### src/rtl/btg_params.svh
// offsets, field positions, reset values and gain constants of the tone generator
`ifndef BTG_PARAMS_SVH
`define BTG_PARAMS_SVH
`define BTG_ADDR_W        7
`define BTG_OFF_LEFT      7'h47
`define BTG_OFF_RIGHT     7'h48
`define BTG_OFF_LEN_HI    7'h49
`define BTG_OFF_LEN_MID   7'h4a
`define BTG_OFF_LEN_LO    7'h4b
`define BTG_OFF_SIN_HI    7'h4c
`define BTG_OFF_SIN_LO    7'h4d
`define BTG_OFF_COS_HI    7'h4e
`define BTG_OFF_COS_LO    7'h4f
`define BTG_RST_LEFT      8'h00
`define BTG_RST_RIGHT     8'h00
`define BTG_RST_LEN_HI    8'h00
`define BTG_RST_LEN_MID   8'h00
`define BTG_RST_LEN_LO    8'hee
`define BTG_RST_SIN_HI    8'h10
`define BTG_RST_SIN_LO    8'hd8
`define BTG_RST_COS_HI    8'h7e
`define BTG_RST_COS_LO    8'he3
`define BTG_EN_BIT        7
`define BTG_AUTO_BIT      6
`define BTG_VOL_MSB       5
`define BTG_LINK_MSB      7
`define BTG_LINK_LSB      6
`define BTG_LINK_L_FROM_R 2'h1
`define BTG_LINK_R_FROM_L 2'h2
`define BTG_DB_PER_OCTAVE 6
`define BTG_MANT_FRAC     14
`define BTG_MANT_P2DB     17'h05092
`define BTG_MANT_P1DB     17'h047cf
`define BTG_MANT_0DB      17'h04000
`define BTG_MANT_M1DB     17'h0390a
`define BTG_MANT_M2DB     17'h032d6
`define BTG_MANT_M3DB     17'h02d4f
`define BTG_OSC_SHIFT     14
`define BTG_SAMPLE_MAX    33'sh000007fff
`define BTG_SAMPLE_MIN    -33'sh000008000
`define BTG_ZERO_LEN      24'h000000
`define BTG_ONE_LEN       24'h000001
`endif

### src/rtl/btg_pkg.sv
// types shared by the tone generator
package btg_pkg;
    typedef enum logic [1:0] {
        BTG_IDLE = 2'b01,
        BTG_RUN  = 2'b10
    } btg_fsm_t;

    typedef struct packed {
        logic [6:0] addr;
        logic [7:0] wdata;
        logic       wr;
    } btg_reg_req_t;

    typedef struct packed {
        logic signed [15:0] left;
        logic signed [15:0] right;
    } btg_sample_t;

    typedef struct packed {
        btg_fsm_t           fsm;
        logic [7:0]         left_ctl;
        logic [7:0]         right_ctl;
        logic [7:0]         len_hi;
        logic [7:0]         len_mid;
        logic [7:0]         len_lo;
        logic [7:0]         sin_hi;
        logic [7:0]         sin_lo;
        logic [7:0]         cos_hi;
        logic [7:0]         cos_lo;
        logic [23:0]        remain;
        logic signed [17:0] y1;
        logic signed [17:0] y2;
        btg_sample_t        beep;
        logic               valid;
        logic [7:0]         rdata;
        logic               touch_q;
    } btg_state_t;
endpackage

### src/rtl/btg_top.sv
// beep tone generator: registers, recursive sine oscillator, per-channel volume
// Function
// - writing enable starts beep, self-clears at end
// - pen touch starts beep when auto enabled and the codec clock is present
// - left volume: +2 dB minus 1 dB per code
// - right volume uses the same encoding
// - link field selects shared or independent volume
// - beep runs only in required DAC mode
// - duration is 24-bit sample count, three bytes
// - duration resets to 238 samples
// - sine coefficient high byte, resets 0x10
// - sine coefficient low byte, resets 0xd8
// - cosine coefficient bytes reset 0x7e, 0xe3
`timescale 1ns/10ps
`include "btg_params.svh"

module btg_top
(
    // clock, enable, reset
    input  wire logic                 clk_i,
    input  wire logic                 ce_i,
    input  wire logic                 resetn_i,
    // register port
    input  wire btg_pkg::btg_reg_req_t reg_req_i,
    output logic [7:0]                rd_data_o,
    // codec context
    input  wire logic                 dac_sample_tick_i,
    input  wire logic                 dac_proc_block_twentyfive_i,
    input  wire logic                 codec_clock_input_i,
    input  wire logic                 pen_touch_i,
    // tone output
    output btg_pkg::btg_sample_t      beep_o,
    output logic                      beep_valid_o,
    output logic                      beep_busy_o
);
    import btg_pkg::*;

    btg_state_t st;
    btg_state_t next_st;

    // gain mantissa for the step inside one 6 dB octave
    function automatic logic signed [16:0] gain_mant(input logic [2:0] idx);
        logic signed [16:0] m;
        case (idx)
            3'h0:    m = `BTG_MANT_P2DB;
            3'h1:    m = `BTG_MANT_P1DB;
            3'h2:    m = `BTG_MANT_0DB;
            3'h3:    m = `BTG_MANT_M1DB;
            3'h4:    m = `BTG_MANT_M2DB;
            default: m = `BTG_MANT_M3DB;
        endcase
        return m;
    endfunction

    function automatic logic signed [15:0] sat16(input logic signed [32:0] v);
        logic signed [15:0] r;
        if (v > `BTG_SAMPLE_MAX)
        begin
            r = 16'sh7fff;
        end
        else if (v < `BTG_SAMPLE_MIN)
        begin
            r = -16'sh8000;
        end
        else
        begin
            r = v[15:0];
        end
        return r;
    endfunction

    // +2 dB at code 0, one dB lower per code: mantissa times a power-of-two shift
    function automatic logic signed [15:0] apply_gain(input logic signed [15:0] s,
                                                      input logic [5:0]         code);
        logic [5:0]         shift;
        logic [5:0]         idx;
        logic signed [32:0] prod;
        shift = code / 6'(`BTG_DB_PER_OCTAVE);
        idx   = code % 6'(`BTG_DB_PER_OCTAVE);
        prod  = 33'(s) * 33'(gain_mant(idx[2:0]));
        return sat16(prod >>> (6'(`BTG_MANT_FRAC) + shift));
    endfunction

    // effective volume code of one channel after linking
    function automatic logic [5:0] eff_vol(input logic [1:0] link,
                                           input logic [5:0] left_vol,
                                           input logic [5:0] right_vol,
                                           input logic       is_left);
        logic [5:0] v;
        // codes 00 and 11 both fall to the independent branch
        case (link)
            `BTG_LINK_L_FROM_R:
            begin
                v = right_vol;
            end
            `BTG_LINK_R_FROM_L:
            begin
                v = left_vol;
            end
            default:
            begin
                v = is_left ? left_vol : right_vol;
            end
        endcase
        return v;
    endfunction

    function automatic logic [7:0] read_mux(input btg_state_t s, input logic [6:0] addr);
        logic [7:0] d;
        case (addr)
            `BTG_OFF_LEFT:    d = s.left_ctl;
            `BTG_OFF_RIGHT:   d = s.right_ctl;
            `BTG_OFF_LEN_HI:  d = s.len_hi;
            `BTG_OFF_LEN_MID: d = s.len_mid;
            `BTG_OFF_LEN_LO:  d = s.len_lo;
            `BTG_OFF_SIN_HI:  d = s.sin_hi;
            `BTG_OFF_SIN_LO:  d = s.sin_lo;
            `BTG_OFF_COS_HI:  d = s.cos_hi;
            `BTG_OFF_COS_LO:  d = s.cos_lo;
            default:          d = 8'h00;
        endcase
        return d;
    endfunction

    // a zero count is decoded in both states
    function automatic logic is_zero_len(input logic [23:0] n);
        return (n == `BTG_ZERO_LEN);
    endfunction

    // one resonator step, cos in Q15: y[n] = 2*cos*y[n-1] - y[n-2]
    function automatic logic signed [17:0] osc_step(input logic signed [17:0] y_1,
                                                    input logic signed [17:0] y_2,
                                                    input logic signed [15:0] c);
        logic signed [33:0] p;
        p = 34'(y_1) * 34'(c);
        return 18'(p >>> `BTG_OSC_SHIFT) - y_2;
    endfunction

    // load count and seed; the first sample out is the sine coefficient itself
    function automatic btg_state_t arm(input btg_state_t         s,
                                       input logic [23:0]        n,
                                       input logic signed [15:0] c);
        btg_state_t r;
        r        = s;
        r.remain = n;
        r.y1     = 18'(c);
        r.y2     = '0;
        return r;
    endfunction

    // register file update; bit 7 of the left byte belongs to the sequencer
    function automatic btg_state_t write_regs(input btg_state_t   s,
                                              input btg_reg_req_t req);
        btg_state_t r;
        r = s;
        case (req.addr)
            `BTG_OFF_LEFT:    r.left_ctl[`BTG_AUTO_BIT:0] = req.wdata[`BTG_AUTO_BIT:0];
            `BTG_OFF_RIGHT:   r.right_ctl = req.wdata;
            `BTG_OFF_LEN_HI:  r.len_hi    = req.wdata;
            `BTG_OFF_LEN_MID: r.len_mid   = req.wdata;
            `BTG_OFF_LEN_LO:  r.len_lo    = req.wdata;
            `BTG_OFF_SIN_HI:  r.sin_hi    = req.wdata;
            `BTG_OFF_SIN_LO:  r.sin_lo    = req.wdata;
            `BTG_OFF_COS_HI:  r.cos_hi    = req.wdata;
            `BTG_OFF_COS_LO:  r.cos_lo    = req.wdata;
            default:          r           = s;
        endcase
        return r;
    endfunction

    logic               wr_left;
    logic               wr_start;
    logic               wr_stop;
    logic               touch_start;
    logic               start_req;
    logic [23:0]        length;
    logic signed [15:0] sin_coef;
    logic signed [15:0] cos_coef;
    logic signed [17:0] y0;
    logic signed [15:0] cur_sample;
    logic [5:0]         vol_l;
    logic [5:0]         vol_r;

    always_comb
    begin
        wr_left     = reg_req_i.wr && (reg_req_i.addr == `BTG_OFF_LEFT);
        wr_start    = wr_left && reg_req_i.wdata[`BTG_EN_BIT];
        wr_stop     = wr_left && !reg_req_i.wdata[`BTG_EN_BIT];
        // touch only counts while the codec clock is present
        touch_start = pen_touch_i && !st.touch_q && st.left_ctl[`BTG_AUTO_BIT]
                      && codec_clock_input_i;
        start_req   = (wr_start || touch_start) && dac_proc_block_twentyfive_i;
        length      = {st.len_hi, st.len_mid, st.len_lo};
        sin_coef    = {st.sin_hi, st.sin_lo};
        cos_coef    = {st.cos_hi, st.cos_lo};
        y0          = osc_step(st.y1, st.y2, cos_coef);
        cur_sample  = sat16(33'(st.y1));
    end

    // volumes are decoded apart from the tone path
    always_comb
    begin
        vol_l = eff_vol(st.right_ctl[`BTG_LINK_MSB:`BTG_LINK_LSB],
                        st.left_ctl[`BTG_VOL_MSB:0], st.right_ctl[`BTG_VOL_MSB:0], 1'b1);
        vol_r = eff_vol(st.right_ctl[`BTG_LINK_MSB:`BTG_LINK_LSB],
                        st.left_ctl[`BTG_VOL_MSB:0], st.right_ctl[`BTG_VOL_MSB:0], 1'b0);
    end

    always_comb
    begin
        next_st         = st;
        next_st.valid   = 1'b0;
        next_st.touch_q = pen_touch_i;
        next_st.rdata   = read_mux(st, reg_req_i.addr);

        if (reg_req_i.wr)
        begin
            next_st = write_regs(next_st, reg_req_i);
        end

        case (st.fsm)
            BTG_IDLE:
            begin
                // a zero length finishes at once, so the bit never shows set
                if (start_req && !is_zero_len(length))
                begin
                    next_st.fsm = BTG_RUN;
                    next_st     = arm(next_st, length, sin_coef);
                end
            end
            BTG_RUN:
            begin
                if (start_req)
                begin
                    // a restart wins over the self-clear in the same cycle
                    next_st = arm(next_st, is_zero_len(length) ? `BTG_ONE_LEN : length, sin_coef);
                end
                else if (wr_stop || !dac_proc_block_twentyfive_i)
                begin
                    next_st.fsm = BTG_IDLE;
                end
                else if (dac_sample_tick_i)
                begin
                    next_st.beep.left  = apply_gain(cur_sample, vol_l);
                    next_st.beep.right = apply_gain(cur_sample, vol_r);
                    next_st.valid      = 1'b1;
                    next_st.y1         = y0;
                    next_st.y2         = st.y1;
                    next_st.remain     = st.remain - `BTG_ONE_LEN;
                    if (st.remain == `BTG_ONE_LEN)
                    begin
                        next_st.fsm = BTG_IDLE;
                    end
                end
            end
            default:
            begin
                next_st.fsm = BTG_IDLE;
            end
        endcase

        // the enable bit mirrors the running state, hence it self-clears
        next_st.left_ctl[`BTG_EN_BIT] = (next_st.fsm == BTG_RUN);
        if ((next_st.fsm == BTG_IDLE) && !next_st.valid)
        begin
            // silence once the tone has ended; the closing sample still goes out
            next_st.beep = '0;
        end
    end

    always_ff @(posedge clk_i or negedge resetn_i)
    begin
        if (!resetn_i)
        begin
            // every field back to its power-on value, coefficients included
            st.remain    <= `BTG_ZERO_LEN;
            st.y1        <= '0;
            st.y2        <= '0;
            st.beep      <= '0;
            st.valid     <= 1'b0;
            st.rdata     <= 8'h00;
            st.touch_q   <= 1'b0;
            st.fsm       <= BTG_IDLE;
            st.left_ctl  <= `BTG_RST_LEFT;
            st.right_ctl <= `BTG_RST_RIGHT;
            st.len_hi    <= `BTG_RST_LEN_HI;
            st.len_mid   <= `BTG_RST_LEN_MID;
            st.len_lo    <= `BTG_RST_LEN_LO;
            st.sin_hi    <= `BTG_RST_SIN_HI;
            st.sin_lo    <= `BTG_RST_SIN_LO;
            st.cos_hi    <= `BTG_RST_COS_HI;
            st.cos_lo    <= `BTG_RST_COS_LO;
        end
        else if (ce_i)
        begin
            st <= next_st;
        end
    end

    always_comb
    begin
        rd_data_o    = st.rdata;
        beep_o       = st.beep;
        beep_valid_o = st.valid;
        beep_busy_o  = st.left_ctl[`BTG_EN_BIT];
    end
endmodule

### config.mk
export PLATFORM = sky130hd
export DESIGN_NAME = btg_top
export DESIGN_NICKNAME = d
export VERILOG_FILES = /design/src/rtl/btg_pkg.sv /design/src/rtl/btg_top.sv
export VERILOG_INCLUDE_DIRS = /design/src /design/src/rtl
export SDC_FILE = /design/constraint.sdc
export NUM_CORES = 2
export LEC_CHECK = 0
export BUFFER_PORTS_ARGS = -buffer_cell sky130_fd_sc_hd__clkbuf_2
export CAP_MARGIN = 20
export CORE_AREA = 2 2 342 344
export DETAILED_ROUTE_END_ITERATION = 12
export DIE_AREA = 0 0 344 346
export PLACE_DENSITY = 0.57
export SLEW_MARGIN = 10
export SYNTH_ARGS = -nofsm -noshare
export SYNTH_HDL_FRONTEND = slang
export SYNTH_SLANG_ARGS = --single-unit
### constraint.sdc
create_clock -name clk_i -period 16 [get_ports clk_i]
set_input_delay 3.2 -clock clk_i [delete_from_list [all_inputs] [get_ports clk_i]]
set_output_delay 3.2 -clock clk_i [all_outputs]
set_load 0.02 [all_outputs]
==> results.toml <==
[pwr]
power.leakage_nw = 21.26
ir_worst_vdd_v = 0.00008013
powerDensity_mw_per_mm2 = 50.73
power_mw = 2.154

[floorplan]
start_util = 0.3481
fp.dieW_um = 344
design.die.area_sq_mm = 0.1190
ioPinCount = 65
core_area_sq_mm = 0.1154
die_h_um = 346
rows = 125

[final_layout]
final_area_sq_mm = 0.04245
utilization = 0.3678
area_growth_pct = 5.665
diodes = 0
final_layout_size_suffix_gt1_frac = 0.07469
fin_nets = 5653
multiInputGateArea_sq_mm = 0.03151
fill_cells = 12000
regArea_sq_mm = 0.004434

[setup_path]
crit_type = "register to register"
crit_path_frequent_cell = "fa_1"
cp-start-kind = "register"
critPathMaxFanout = 16
critical_path_arrival_ns = 12.66
required_ns = 16.43
crit_slowest_cell = "mux2i_1"
critPathMaxStageDelay_ns = 0.75
cp-end-kind = "register"

[sta]
clock-skew-final_ns = 0.01862
report.final.slew_viol_count = 0
max_slew.worst_pin.slew_ns = 1.154
min_period_over_period = 0.7647
hold_viol_final = 0
fin_crit_ns = 12.24
slew_headroom = 0.2264
fin_tns_setup_ns = 0
fmax_mhz = 81.73
setup_viol = 0
rsz0062_at_grt = "false"

[route]
viasPerCell = 5.409
drtIter0Drc = 2707
first_pass_iters = 6
ant_nets = 0
vias = 33440
routedWlPerCell_um = 20.15
drc_errors = 0
routed_wl_mm = 124.6

[synth]
yosys-top-cells-area = "fa_1, ha_1, dfrtp_1"
ys_types = 96
synth.largest_area_cell = "fa_1"
synth_enable_flop_cells = 0
synthArstFlopShare = 1.000
ys_warn_count = 0
syn-mean-instance-area_sq_um = 8.444
syn_inst = 4758
ys_seq_area_frac = 0.1103
synth_top_area_share = 0.2970
synth_ff_type = "dfrtp_1"
syn-num-nets = 5765
postSynthRegisterBits = 176
syn_area_sq_mm = 0.04018

[status]
status = "finished clean"

[placement]
gp_congestion = 0.9400
numPortBuffers = 64
dp_hpwl_mm = 97.78
dpl_cell_area_sq_mm = 0.04187

[cts]
h-tree-depth = 4
clk_path_buf_depth = 2
clkTransAtPathRegs_ns = 0.08
post-cts-setup-buffers = 0
clock_sinks = 176
ctsHoldBuffers = 0
tritoncts = "built"
ctsResizeCount = 0
cts_made_buffers = 17
clkLatencyLatePin_ns = 0.50
cts-root-buf = "clkbuf_16"

[grt]
grt_pass1_wl_mm = 200.2
first_global_vias = 34760
grt_util_all_layers = 0.2145
grt_max_degree = 81
grt.overflow.total = 0
antenna_found_initial = 0

[flow_run]
drv_cap = 0

[hold_path]
min_path_type = "register to register"
through the flow:
step	setup slack, ns	hold WS (ns)	std cells
final	3.764	0.4910	6183
after global routing	2.838	0.5141	6183
after CTS	3.933	0.4917	6182
after detailed placement	3.997	0.4731	6150
after global placement	4.323	0.4653	6150
after floorplan	5.914	0.4485	4758
placed cells by master (no fill, tap or decap), types with 39 or more instances in the layout:
master / count
a21oi_1: 190
nand3_1: 73
nor2_1: 417
o21ai_0: 157
ha_1: 388
fa_1: 596
xnor2_1: 80
a22oi_1: 39
a21o_1: 56
mux2i_1: 82
mux2_2: 86
dfrtp_1: 152
nand2b_1: 43
buf_4: 82
nand2_1: 559
and2_1: 118
clkbuf_2: 63
nor3_1: 63
inv_1: 817
worst paths after layout:
path | from | endpoint | slack, ns | cells past startpoint
min in group asynchronous | resetn_i | beep_o[2] | 2.67 | 1
worst max-delay path | st[164] | beep_o[14] | 3.76 | 34
max in group asynchronous | resetn_i | cos_coef[2] | 11.97 | 2
worst min register to register | rd_data_o[7] | rd_data_o[7] | 0.49 | 1
worst min-delay path | rd_data_o[7] | rd_data_o[7] | 0.49 | 1
worst max register to register | st[164] | beep_o[14] | 3.76 | 34
critical path: cells and delay by family, from the launching register on:
family	cells	cell delay (ns)
and+or+nand+nor	15	4.58
adders and majority gates	7	3.18
AOI/OAI and AO/OA	7	2.51
muxes	2	0.95
xor gates and xnor gates	2	0.47
DFF	1	0.38
buffers and inverters	1	0.04
kinds of logic (layout without fill, tap and decap cells):
group | Yosys count | after routing | share of synthesized area
muxes | 177 | 177 | 0.04793
AOI/OAI and AO/OA | 808 | 808 | 0.1368
adders and majority gates | 984 | 984 | 0.4178
DFF | 176 | 176 | 0.1103
xor gates and xnor gates | 115 | 115 | 0.02507
buffers and inverters | 1097 | 998 | 0.1078
and+or+nand+nor | 1401 | 1401 | 0.1543
flip-flops by register name, summed over array words and instances, names as in the netlist:
register      count
rd_data_o         8
beep_busy_o       1
cos_coef         16
beep_valid_o      1
length           24
st               78
beep_o           32
sin_coef         16
final cells by class:
class	count	area share
clock buffers	17	0.01002
flip-flops and latches	176	0.1045
repair buffers	146	0.02225
multi-input cells	3485	0.7423
well taps	1524	0.04492
inverters	820	0.07250
clock inverters	15	0.003537
layer usage:
metal / GRT usage / vias to the layer above / wire, um
li1: - / 15230 / -
met5: 0 / - / 0
met2: 0.3593 / 1200 / 59480
met1: 0.2876 / 16770 / 53140
met3: 0.02350 / 239 / 7369
met4: 0.07063 / 0 / 4623
cells in the mapped netlist (all sizes together), types with 12 or more instances:
| cell type | instances |
|---|---|
| mux2 | 88 |
| dfstp | 23 |
| nand2b | 43 |
| nor3 | 65 |
| o21a | 25 |
| xor2 | 33 |
| a211oi | 34 |
| nand4 | 16 |
| or2 | 12 |
| o211ai | 35 |
| mux2i | 87 |
| nand3 | 73 |
| xnor2 | 82 |
| a21o | 56 |
| nand2 | 562 |
| dfrtp | 153 |
| a221oi | 17 |
| a221o | 35 |
| buf | 76 |
| a21oi | 195 |
| nor2b | 14 |
| o21ai | 170 |
| or3 | 12 |
| inv | 819 |
| a31oi | 27 |
| and3 | 28 |
| fa | 596 |
| nor2 | 418 |
| and2 | 119 |
| a22o | 25 |
| o2bb2ai | 15 |
| a22oi | 39 |
| clkbuf | 201 |
| ha | 388 |
| o31ai | 16 |
| nor4 | 20 |
power breakdown:
part / internal, mW / leakage [nW] / switching [mW] / total (mW)
Combinational: 0.457 / 18.6 / 0.776 / 1.23
Clock: 0.207 / 0.277 / 0.225 / 0.432
Sequential: 0.459 / 2.35 / 0.0295 / 0.488
No activity file was read; power rests on OpenSTA's default activity.
